`src/design/adcic_pkg.sv`:
```
// constants shared by the input configuration register bank
package adcic_pkg;
  localparam int REG_W = 8;
  localparam int DATA_W = 32;
  localparam int IDX_W = 6;
  // register indices, byte address is four times the index
  localparam logic [IDX_W-1:0] IDX_SRC_LEVEL = 6'h0e;
  localparam logic [IDX_W-1:0] IDX_RSVD = 6'h0f;
  localparam logic [IDX_W-1:0] IDX_AMP = 6'h10;
  localparam logic [IDX_W-1:0] IDX_INSEL = 6'h11;
  localparam logic [IDX_W-1:0] IDX_BIAS = 6'h12;
  // reset values
  localparam logic [REG_W-1:0] RST_SRC_LEVEL = 8'h00;
  localparam logic [REG_W-1:0] RST_AMP = 8'h00;
  localparam logic [REG_W-1:0] RST_INSEL = 8'hff;
  localparam logic [REG_W-1:0] RST_BIAS = 8'h00;
  localparam logic [REG_W-1:0] RSVD_VALUE = 8'h00;
  // field positions and widths
  localparam int SRC1_LSB = 0;
  localparam int SRC2_LSB = 4;
  localparam int SRC_W = 4;
  localparam int BYPASS_BIT = 7;
  localparam int GAIN_LSB = 0;
  localparam int GAIN_W = 3;
  localparam int NEGATIVE_INPUT_SELECT_LSB = 0;
  localparam int POSITIVE_INPUT_SELECT_LSB = 4;
  localparam int MUX_W = 4;
  localparam int BO_LSB = 0;
  localparam int BO_W = 3;
  localparam int BO_POL_BIT = 3;
  localparam int BIAS_VOLTAGE_ENABLE_BIT = 4;
  // decoded value widths
  localparam int UA_W = 12;
  localparam int NA_W = 14;
  localparam int GAIN_F_W = 8;
  localparam logic [GAIN_F_W-1:0] GAIN_UNITY = 8'h01;
  // selection codes
  localparam logic [MUX_W-1:0] MUX_OPEN = 4'he;
  localparam logic [SRC_W-1:0] SRC_CODE_MAX = 4'ha;
  // bus answers
  localparam logic [1:0] RESP_OKAY = 2'h0;
  localparam logic [1:0] RESP_SLVERR = 2'h2;
  // register selected by an address
  typedef enum logic [2:0] {
    SEL_NONE  = 3'h0,
    SEL_SRC   = 3'h1,
    SEL_RSVD  = 3'h3,
    SEL_AMP   = 3'h2,
    SEL_INSEL = 3'h6,
    SEL_BIAS  = 3'h7
  } adcic_sel_t;
endpackage

```
`src/design/adcic_field_decode.sv`:
```
// maps stored register codes onto analog front end quantities
`timescale 1ns/1ns
module adcic_field_decode
(
  input  wire logic [adcic_pkg::REG_W-1:0]    i_src_level,
  input  wire logic [adcic_pkg::REG_W-1:0]    i_amp,
  input  wire logic [adcic_pkg::REG_W-1:0]    i_insel,
  input  wire logic [adcic_pkg::REG_W-1:0]    i_bias,
  output logic      [adcic_pkg::UA_W-1:0]     o_src2_ua,
  output logic      [adcic_pkg::UA_W-1:0]     o_src1_ua,
  output logic      [adcic_pkg::GAIN_F_W-1:0] o_gain,
  output logic                                o_all_open,
  output logic      [adcic_pkg::NA_W-1:0]     o_bo_na
);

  // excitation code to microamps, unused codes read as off
  function automatic logic [adcic_pkg::UA_W-1:0] src_ua(input logic [adcic_pkg::SRC_W-1:0] c);
    logic [adcic_pkg::UA_W-1:0] v;
    v = 12'h000;
    unique case (c)
      4'h1:    v = 12'h032;
      4'h2:    v = 12'h064;
      4'h3:    v = 12'h0fa;
      4'h4:    v = 12'h1f4;
      4'h5:    v = 12'h2ee;
      4'h6:    v = 12'h3e8;
      4'h7:    v = 12'h5dc;
      4'h8:    v = 12'h7d0;
      4'h9:    v = 12'h9c4;
      4'ha:    v = 12'hbb8;
      default: v = 12'h000;
    endcase
    return v;
  endfunction

  assign o_src2_ua = src_ua(i_src_level[adcic_pkg::SRC2_LSB +: adcic_pkg::SRC_W]);
  assign o_src1_ua = src_ua(i_src_level[adcic_pkg::SRC1_LSB +: adcic_pkg::SRC_W]);
  assign o_gain = adcic_pkg::GAIN_UNITY << i_amp[adcic_pkg::GAIN_LSB +: adcic_pkg::GAIN_W];
  assign o_all_open = (i_insel[adcic_pkg::NEGATIVE_INPUT_SELECT_LSB +: adcic_pkg::MUX_W] == adcic_pkg::MUX_OPEN);

  // burn-out magnitude, reserved codes give no current
  always_comb
  begin
    o_bo_na = 14'h0000;
    unique case (i_bias[adcic_pkg::BO_LSB +: adcic_pkg::BO_W])
      3'h1:    o_bo_na = 14'h0032;
      3'h2:    o_bo_na = 14'h00c8;
      3'h3:    o_bo_na = 14'h03e8;
      3'h4:    o_bo_na = 14'h2710;
      default: o_bo_na = 14'h0000;
    endcase
  end

endmodule

```
`src/design/adcic_regs.sv`:
```
// input configuration register bank with an AXI4-Lite slave
//
// Design decision made here: the AXI4-Lite interface to the registers.
`timescale 1ns/1ns
// How it works
// - The upper nibble of the magnitude register sets the second source, 50 to 3000 uA, code 0 and 11-15 off.
// - The lower nibble sets the first source with the same mapping and resets to off.
// - The reserved register always reads as zero.
// - Amplifier register bit 7 set selects amplifier bypass, clear keeps it in the path.
// - The amplifier gain field selects gain 1 to 128 in powers of two and resets to unity.
// - The positive select field picks common, inputs 0-9, temperature, supplies, open or common mode.
// - The negative select field uses the same codes and code 1110 opens all inputs.
// - The input select register resets to FFh so both inputs see the common-mode voltage.
// - The bias register resets to 00h with bias enable, polarity and burn-out level fields.
// - The bias enable bit connects the bias voltage to the common input pin when set.
// - The burn-out polarity bit is pull-up when clear and pull-down when set.
// - The burn-out level codes 0-4 give off, 50 nA, 200 nA, 1 uA and 10 uA, the rest reserved.
module adcic_regs
#(
  parameter int ADDR_W = 8
)
(
  input  wire logic                              i_core_clk,
  input  wire logic                              i_nrst,
  input  wire logic                              i_ce,
  input  wire logic [ADDR_W-1:0]                 i_s_axi_awaddr,
  input  wire logic                              i_s_axi_awvalid,
  output logic                                   o_s_axi_awready,
  input  wire logic [adcic_pkg::DATA_W-1:0]      i_s_axi_wdata,
  input  wire logic [3:0]                        i_s_axi_wstrb,
  input  wire logic                              i_s_axi_wvalid,
  output logic                                   o_s_axi_wready,
  output logic [1:0]                             o_s_axi_bresp,
  output logic                                   o_s_axi_bvalid,
  input  wire logic                              i_s_axi_bready,
  input  wire logic [ADDR_W-1:0]                 i_s_axi_araddr,
  input  wire logic                              i_s_axi_arvalid,
  output logic                                   o_s_axi_arready,
  output logic [adcic_pkg::DATA_W-1:0]           o_s_axi_rdata,
  output logic [1:0]                             o_s_axi_rresp,
  output logic                                   o_s_axi_rvalid,
  input  wire logic                              i_s_axi_rready,
  output logic [adcic_pkg::UA_W-1:0]             o_second_source_ua,
  output logic [adcic_pkg::UA_W-1:0]             o_first_source_ua,
  output logic                                   o_amp_bypass,
  output logic [adcic_pkg::GAIN_F_W-1:0]         o_gain,
  output logic [adcic_pkg::MUX_W-1:0]            o_positive_input_select,
  output logic [adcic_pkg::MUX_W-1:0]            o_negative_input_select,
  output logic                                   o_all_inputs_open,
  output logic                                   o_bias_voltage_enable,
  output logic                                   o_burnout_polarity,
  output logic [adcic_pkg::NA_W-1:0]             o_burnout_na
);

  localparam int IW = ADDR_W - 2;

  // word index to register, low address bits ignored
  function automatic adcic_pkg::adcic_sel_t reg_sel(input logic [ADDR_W-1:0] a);
    logic [IW-1:0] idx;
    adcic_pkg::adcic_sel_t s;
    idx = a[ADDR_W-1:2];
    s = adcic_pkg::SEL_NONE;
    if (idx == IW'(adcic_pkg::IDX_SRC_LEVEL))
      s = adcic_pkg::SEL_SRC;
    else if (idx == IW'(adcic_pkg::IDX_RSVD))
      s = adcic_pkg::SEL_RSVD;
    else if (idx == IW'(adcic_pkg::IDX_AMP))
      s = adcic_pkg::SEL_AMP;
    else if (idx == IW'(adcic_pkg::IDX_INSEL))
      s = adcic_pkg::SEL_INSEL;
    else if (idx == IW'(adcic_pkg::IDX_BIAS))
      s = adcic_pkg::SEL_BIAS;
    return s;
  endfunction

  // register storage
  logic [adcic_pkg::REG_W-1:0]  src_level_r;
  logic [adcic_pkg::REG_W-1:0]  amp_r;
  logic [adcic_pkg::REG_W-1:0]  insel_r;
  logic [adcic_pkg::REG_W-1:0]  bias_r;

  // write and read channel holding state
  logic                         aw_full_r;
  logic                         w_full_r;
  logic [ADDR_W-1:0]            awaddr_r;
  logic [adcic_pkg::REG_W-1:0]  wbyte_r;
  logic                         wlane_r;
  logic                         awready_r;
  logic                         wready_r;
  logic                         bvalid_r;
  logic [1:0]                   bresp_r;
  logic                         arready_r;
  logic                         rvalid_r;
  logic [adcic_pkg::DATA_W-1:0] rdata_r;
  logic [1:0]                   rresp_r;

  // handshake decode
  wire logic aw_hs = i_s_axi_awvalid & awready_r;
  wire logic w_hs = i_s_axi_wvalid & wready_r;
  wire logic wr_fire = aw_full_r & w_full_r & ~bvalid_r;
  wire logic aw_full_nxt = wr_fire ? 1'b0 : (aw_full_r | aw_hs);
  wire logic w_full_nxt = wr_fire ? 1'b0 : (w_full_r | w_hs);
  wire logic bvalid_nxt = wr_fire | (bvalid_r & ~i_s_axi_bready);
  wire logic ar_hs = i_s_axi_arvalid & arready_r;
  wire logic rvalid_nxt = ar_hs | (rvalid_r & ~i_s_axi_rready);

  // write target, only byte lane 0 carries register data
  wire adcic_pkg::adcic_sel_t wr_sel = reg_sel(awaddr_r);
  wire logic wr_en = wr_fire & wlane_r;
  wire logic wr_src = wr_en & (wr_sel == adcic_pkg::SEL_SRC);
  wire logic wr_amp = wr_en & (wr_sel == adcic_pkg::SEL_AMP);
  wire logic wr_insel = wr_en & (wr_sel == adcic_pkg::SEL_INSEL);
  wire logic wr_bias = wr_en & (wr_sel == adcic_pkg::SEL_BIAS);
  wire logic [1:0] bresp_nxt = (wr_sel == adcic_pkg::SEL_NONE) ? adcic_pkg::RESP_SLVERR : adcic_pkg::RESP_OKAY;

  // read select and data
  wire adcic_pkg::adcic_sel_t rd_sel = reg_sel(i_s_axi_araddr);
  wire logic [adcic_pkg::REG_W-1:0] rd_byte =
    (rd_sel == adcic_pkg::SEL_SRC)   ? src_level_r :
    (rd_sel == adcic_pkg::SEL_AMP)   ? amp_r :
    (rd_sel == adcic_pkg::SEL_INSEL) ? insel_r :
    (rd_sel == adcic_pkg::SEL_BIAS)  ? bias_r :
                                       adcic_pkg::RSVD_VALUE;
  wire logic [1:0] rresp_nxt = (rd_sel == adcic_pkg::SEL_NONE) ? adcic_pkg::RESP_SLVERR : adcic_pkg::RESP_OKAY;

  // write address and data capture, either order
  always_ff @(posedge i_core_clk or negedge i_nrst)
  begin
    if (!i_nrst)
    begin
      aw_full_r <= 1'b0;
      w_full_r  <= 1'b0;
      awready_r <= 1'b1;
      wready_r  <= 1'b1;
      awaddr_r  <= '0;
      wbyte_r   <= '0;
      wlane_r   <= 1'b0;
    end
    else if (i_ce)
    begin
      aw_full_r <= aw_full_nxt;
      w_full_r  <= w_full_nxt;
      awready_r <= ~aw_full_nxt;
      wready_r  <= ~w_full_nxt;
      if (aw_hs)
        awaddr_r <= i_s_axi_awaddr;
      if (w_hs)
      begin
        wbyte_r <= i_s_axi_wdata[adcic_pkg::REG_W-1:0];
        wlane_r <= i_s_axi_wstrb[0];
      end
    end
  end

  // write response, held until accepted
  always_ff @(posedge i_core_clk or negedge i_nrst)
  begin
    if (!i_nrst)
    begin
      bvalid_r <= 1'b0;
      bresp_r  <= adcic_pkg::RESP_OKAY;
    end
    else if (i_ce)
    begin
      bvalid_r <= bvalid_nxt;
      if (wr_fire)
        bresp_r <= bresp_nxt;
    end
  end

  // register storage; reserved amplifier bits kept as written
  always_ff @(posedge i_core_clk or negedge i_nrst)
  begin
    if (!i_nrst)
    begin
      src_level_r <= adcic_pkg::RST_SRC_LEVEL;
      amp_r       <= adcic_pkg::RST_AMP;
      insel_r     <= adcic_pkg::RST_INSEL;
      bias_r      <= adcic_pkg::RST_BIAS;
    end
    else if (i_ce)
    begin
      if (wr_src)
        src_level_r <= wbyte_r;
      if (wr_amp)
        amp_r <= wbyte_r;
      if (wr_insel)
        insel_r <= wbyte_r;
      if (wr_bias)
        bias_r <= wbyte_r;
    end
  end

  // read channel, one read at a time
  always_ff @(posedge i_core_clk or negedge i_nrst)
  begin
    if (!i_nrst)
    begin
      arready_r <= 1'b1;
      rvalid_r  <= 1'b0;
      rdata_r   <= '0;
      rresp_r   <= adcic_pkg::RESP_OKAY;
    end
    else if (i_ce)
    begin
      rvalid_r  <= rvalid_nxt;
      arready_r <= ~rvalid_nxt;
      if (ar_hs)
      begin
        rdata_r <= {{(adcic_pkg::DATA_W-adcic_pkg::REG_W){1'b0}}, rd_byte};
        rresp_r <= rresp_nxt;
      end
    end
  end

  // field decode into front end quantities
  logic [adcic_pkg::UA_W-1:0]     dec_src2;
  logic [adcic_pkg::UA_W-1:0]     dec_src1;
  logic [adcic_pkg::GAIN_F_W-1:0] dec_gain;
  logic                           dec_open;
  logic [adcic_pkg::NA_W-1:0]     dec_bo;

  adcic_field_decode i_adcic_field_decode
  (
    .i_src_level (src_level_r),
    .i_amp       (amp_r),
    .i_insel     (insel_r),
    .i_bias      (bias_r),
    .o_src2_ua   (dec_src2),
    .o_src1_ua   (dec_src1),
    .o_gain      (dec_gain),
    .o_all_open  (dec_open),
    .o_bo_na     (dec_bo)
  );

  // front end controls, one cycle behind the registers so every output is a flop
  always_ff @(posedge i_core_clk or negedge i_nrst)
  begin
    if (!i_nrst)
    begin
      o_second_source_ua      <= '0;
      o_first_source_ua       <= '0;
      o_amp_bypass            <= 1'b0;
      o_gain                  <= adcic_pkg::GAIN_UNITY;
      o_positive_input_select <= adcic_pkg::RST_INSEL[adcic_pkg::POSITIVE_INPUT_SELECT_LSB +: adcic_pkg::MUX_W];
      o_negative_input_select <= adcic_pkg::RST_INSEL[adcic_pkg::NEGATIVE_INPUT_SELECT_LSB +: adcic_pkg::MUX_W];
      o_all_inputs_open       <= 1'b0;
      o_bias_voltage_enable   <= 1'b0;
      o_burnout_polarity      <= 1'b0;
      o_burnout_na            <= '0;
    end
    else if (i_ce)
    begin
      o_second_source_ua      <= dec_src2;
      o_first_source_ua       <= dec_src1;
      o_amp_bypass            <= amp_r[adcic_pkg::BYPASS_BIT];
      o_gain                  <= dec_gain;
      o_positive_input_select <= insel_r[adcic_pkg::POSITIVE_INPUT_SELECT_LSB +: adcic_pkg::MUX_W];
      o_negative_input_select <= insel_r[adcic_pkg::NEGATIVE_INPUT_SELECT_LSB +: adcic_pkg::MUX_W];
      o_all_inputs_open       <= dec_open;
      o_bias_voltage_enable   <= bias_r[adcic_pkg::BIAS_VOLTAGE_ENABLE_BIT];
      o_burnout_polarity      <= bias_r[adcic_pkg::BO_POL_BIT];
      o_burnout_na            <= dec_bo;
    end
  end

  // bus outputs straight from flops
  assign o_s_axi_awready = awready_r;
  assign o_s_axi_wready  = wready_r;
  assign o_s_axi_bvalid  = bvalid_r;
  assign o_s_axi_bresp   = bresp_r;
  assign o_s_axi_arready = arready_r;
  assign o_s_axi_rvalid  = rvalid_r;
  assign o_s_axi_rdata   = rdata_r;
  assign o_s_axi_rresp   = rresp_r;
endmodule

```
`config.mk`:
```
export PLATFORM = sky130hd
export DESIGN_NAME = adcic_regs
export DESIGN_NICKNAME = d
export VERILOG_FILES = /design/src/design/adcic_pkg.sv /design/src/design/adcic_field_decode.sv /design/src/design/adcic_regs.sv
export SDC_FILE = /design/constraint.sdc
export NUM_CORES = 1
export LEC_CHECK = 0
export ABC_AREA = 0
export BUFFER_PORTS_ARGS = -buffer_cell sky130_fd_sc_hd__buf_2
export CORE_MARGIN = 10
export CORE_UTILIZATION = 45
export DETAILED_ROUTE_END_ITERATION = 12
export PLACE_DENSITY = 0.84
export SYNTH_ARGS = -nofsm -noshare
export SYNTH_HDL_FRONTEND = slang
export SYNTH_SLANG_ARGS = --single-unit
```
`constraint.sdc`:
```
create_clock -name i_core_clk -period 1.7 [get_ports i_core_clk]
set_clock_uncertainty 0.15 [all_clocks]
set_input_delay 0.17 -clock i_core_clk [delete_from_list [all_inputs] [get_ports i_core_clk]]
set_output_delay 0.17 -clock i_core_clk [all_outputs]
set_load 0.1 [all_outputs]
```
==> Implementation_results.wiki <==
{| class="wikitable"
! Metric !! Value
|-
| Async set-reset flop share out of synthesis || 100.0%
|-
| Share of the synthesized area in compound gates (AO/OA/AOI/OAI) || 9.041%
|-
| Chain of cells forming the critical path || nand4b_4 -> buf_4 -> buf_6 -> nor3_2 -> buf_6 -> mux2_2
|-
| Global routing usage on met1 || 15.91%
|-
| Share of the synthesized area in the top cell type || 42.11%
|-
| Total of flip-flops plus latches after synthesis || 112
|-
| Synth Cell Area || 5466 µm²
|-
| Post-route cell area || 6705 µm²
|-
| DP Area || 6098 µm²
|-
| Count of boundary I/O pins || 159
|-
| Critical Path Most Common Cell || sky130_fd_sc_hd__buf_6
|-
| Post-Synth Simple-Gate Area || 10.99%
|-
| Count of final hold-check violations || 0
|-
| Cell Rows || 40
|-
| Most area-consuming cells after synthesis || sky130_fd_sc_hd__dfrtp_1 (42%), sky130_fd_sc_hd__mux2_2 (16%), sky130_fd_sc_hd__dfstp_2 (9.6%), sky130_fd_sc_hd__buf_4 (5.1%), sky130_fd_sc_hd__a21oi_1 (3.1%)
|-
| Minimum clock period || 1.844 ns
|-
| Iteration-0 DRC Markers || 254
|-
| Antenna violations before repair || 0
|-
| Met3 track demand over resource in global routing || 4.625%
|-
| Portion of total power attributed to the clock network || 20.9%
|-
| CTS tree || built
|-
| Synth warn || 0
|-
| Total iterations of the first detailed-routing run || 4
|-
| Unrepaired setup endpoints after global routing || yes
|-
| Via count of the first global-routing pass || 4109
|-
| Port Buffers || 95
|-
| Distinct cells, synth || 44
|-
| Total global routing overflow || 0
|-
| Crit end category || register
|-
| Ratio of cells with drive above 1 in the final layout || 40.26%
|-
| Launching element type of the critical path || register
|-
| Top cells by count, synth || sky130_fd_sc_hd__dfrtp_1 (92), sky130_fd_sc_hd__mux2_2 (78), sky130_fd_sc_hd__buf_4 (37)
|-
| Detailed-route wire length per cell || 16.92 µm
|-
| Root Buffer || sky130_fd_sc_hd__clkbuf_16
|-
| Slowest cell on the critical path || sky130_fd_sc_hd__dfrtp_4
|-
| Multiplexer share of the synthesized area || 16.62%
|-
| Post-layout worst setup margin || -0.1445 ns
|-
| Total number of vias || 3845
|-
| Average cell area after synthesis || 11.44 µm²
|-
| Max Clock Freq || 542.2 MHz
|-
| Initial standard-cell utilization of the core || 45.70%
|-
| Final worst path period share || 108.5%
|-
| Total internal power || 6.095 mW
|-
| Antenna violation net count after detailed routing || 0
|-
| Outcome || finished with violations
|-
| Latest clock arrival within the worst-skew pair || 0.35 ns
|-
| Highest cell delay on the worst timing path || 0.47 ns
|-
| LEAKAGE || 3.226 nW
|-
| Data required, critical path || 1.83 ns
|-
| Switch share || 47.02%
|-
| Clock-pin slew reported for the worst setup and hold paths after clock tree synthesis || 0.07 ns
|-
| Share of synthesized area occupied by flip-flops and latches || 51.73%
|-
| Area delta synth->final || 22.66%
|-
| Overall global routing resource usage || 14.92%
|-
| Max H-tree Level || 3
|-
| Placer congestion estimate || 0.7956
|-
| Area of the core region || 11960 µm²
|-
| Inserted Clock Buffers || 9
|-
| Share of the core filled with cells in the final layout || 56.06%
|-
| Maximum root-to-sink buffer count || 2
|-
| Sink Count || 112
|-
| Number of remaining DRC errors || 0
|-
| Main combinational cell family by area after synthesis || multiplexers
|-
| Category of the critical setup timing path || reg2reg
|-
| Wire length of the first global-routing pass || 20080 µm
|-
| Peak fanout along the critical path || 8
|-
| Die footprint || 16960 µm²
|-
| Final max-slew violation count || 0
|-
| Antenna diode instance count || 0
|-
| Number of enable flip-flop cells after synthesis || 0
|-
| Yosys top cell by area || sky130_fd_sc_hd__dfrtp_1
|-
| Number of nets in the layout || 674
|-
| Adder-cell area share of the yosys netlist || 2.976%
|-
| Number of violations of the max-capacitance limit || 0
|-
| Share of total power in combinational logic || 43.6%
|-
| Maximum number of pins on one net before global-route repair || 75
|-
| Parity-gate share of the synthesized area counting xor and xnor cells || 0.8011%
|-
| Die Height || 130.2 µm
|-
| Highest ir drop seen on vdd || 1561 µV
|-
| Share of power burned in registers || 35.5%
|-
| Fraction of met2 tracks used by global routing || 26.81%
|-
| Layer with the highest usage after global routing || met2
|-
| Worst hold path class || in2reg
|-
| Post-detailed-placement half-perimeter wirelength || 9308 µm
|-
| Failing checks || setup timing
|-
| Wire length after detailed routing || 12740 µm
|-
| Number of endpoints failing setup at the final stage || 32
|-
| Most used DFF post-synth || sky130_fd_sc_hd__dfrtp_1
|-
| Library cell with the highest instance count after synthesis || sky130_fd_sc_hd__dfrtp_1
|-
| Die width || 130.2 µm
|-
| Post-synthesis instance total || 478
|-
| Per-cell via count in the routed design || 5.106
|-
| Pwr dens || 1716 nW/µm²
|-
| Net switching power || 5.409 mW
|-
| Worst path arrival time || 1.97 ns
|}
==> timing repair <==
| item | CTS | global route |
|---|---|---|
| pin swaps | 0 | 1 |
| gates resized for setup | 5 | 6 |
| endpoints found under the hold margin | 118 | 0 |
| buffers inserted | 0 | 4 |
| hold buffers | 19 | 0 |
| cloned | 0 | 0 |
| endpoints found under the setup margin | 35 | 36 |
==> per-layer routing <==
layer / up-vias / part of all wire, %
li1: 1827 / -
met1: 1896 / 39
met2: 102 / 52
met3: 20 / 6.9
met4: 0 / 1.9
met5: - / 0
==> power by group through the flow <==
stage          clock network, mW  logic (mW)  registers, mW
2_1_floorplan                  0        1.70           6.42
3_3_place_gp                   0        4.84           4.07
3_5_place_dp                   0        4.93           4.13
4_1_cts                     2.45        5.00           4.09
5_1_grt                     2.54        5.26           4.19
6_report                    2.40        5.02           4.08
==> layout by cell type, fill, tap and decap left out, types with 18 or more instances in the layout <==
master	count
sky130_fd_sc_hd__buf_2	91
sky130_fd_sc_hd__dfrtp_1	88
sky130_fd_sc_hd__mux2_2	78
sky130_fd_sc_hd__nor2_1	35
sky130_fd_sc_hd__a21oi_1	34
sky130_fd_sc_hd__conb_1	32
sky130_fd_sc_hd__nand2_1	22
sky130_fd_sc_hd__o21ai_0	21
sky130_fd_sc_hd__buf_4	21
sky130_fd_sc_hd__inv_1	19
sky130_fd_sc_hd__dlygate4sd3_1	19
sky130_fd_sc_hd__nand2b_1	18
==> state kept, by name, summed over array words and instances (netlist names), 6 cells and up <==
register and count:
o_second_source_ua 11, wbyte_r 8, o_s_axi_rdata 8, o_first_source_ua 11, src_level_r 8, awaddr_r 6, bias_r 8, amp_r 8
o_burnout_na 6, o_gain 8, insel_r 8
==> through the flow <==
stage          instances  power [mW]  setup slack, ns  hold slack (ns)  TNS (ns)
2_1_floorplan        509       8.119          -0.3275          -0.2756    -9.578
3_3_place_gp         714       8.911         -0.07142          0.07474    -1.642
3_5_place_dp         714       9.065          -0.1210          0.07619    -2.787
4_1_cts              749       11.53          -0.1335          0.02285    -2.773
5_1_grt              753       12.00          -0.1904          0.06280    -5.388
6_report             753       11.50          -0.1445          0.03062    -3.317
==> worst max-delay path, delay by kind of cell (launching register included) <==
kind | cells | cell delay, ns
buffers and inverters | 3 | 0.44
flip-flops | 1 | 0.47
multiplexers | 1 | 0.35
AND/OR/NAND/NOR | 2 | 0.36
==> worst paths after layout <==
| kind | start | to | slack, ns | depth (start not counted) |
|---|---|---|---|---|
| worst max-delay path | o_s_axi_bvalid$_DFFE_PN0P_ | insel_r[7]$_DFFE_PN1P_ | -0.14 | 6 |
| worst min-delay path | i_s_axi_wvalid | o_s_axi_wready$_DFFE_PN1P_ | 0.03 | 4 |
| worst min register to register | o_second_source_ua[2]$_DFFE_PN0P_ | o_second_source_ua[2]$_DFFE_PN0P_ | 0.33 | 1 |
| max in group asynchronous | i_nrst | o_s_axi_bvalid$_DFFE_PN0P_ | 0.75 | 3 |
| worst max register to register | o_s_axi_bvalid$_DFFE_PN0P_ | insel_r[7]$_DFFE_PN1P_ | -0.14 | 6 |
| min in group asynchronous | i_nrst | wbyte_r[5]$_DFFE_PN0P_ | 0.22 | 3 |
==> cell families (layout without fill, tap and decap cells) <==
family                     Yosys count  in the layout
xor gates and xnor gates             5              5
DFF                                112            112
AOI/OAI and AO/OA                   86             86
buffers and inverters               76            173
muxes                               81             81
other                                1             32
and+or+nand+nor                    104            104
adders and majority gates           13             13
==> layout make-up <==
cell class	instances	area (µm²)
clock buffer	11	232.7
clock inverter	5	105.1
fill	984	5256
inverter	19	71.32
multi-input combinational	321	2349
sequential	112	2846
tap	147	183.9
timing repair buffer	138	917.1
(Power assumes the default switching activity.)
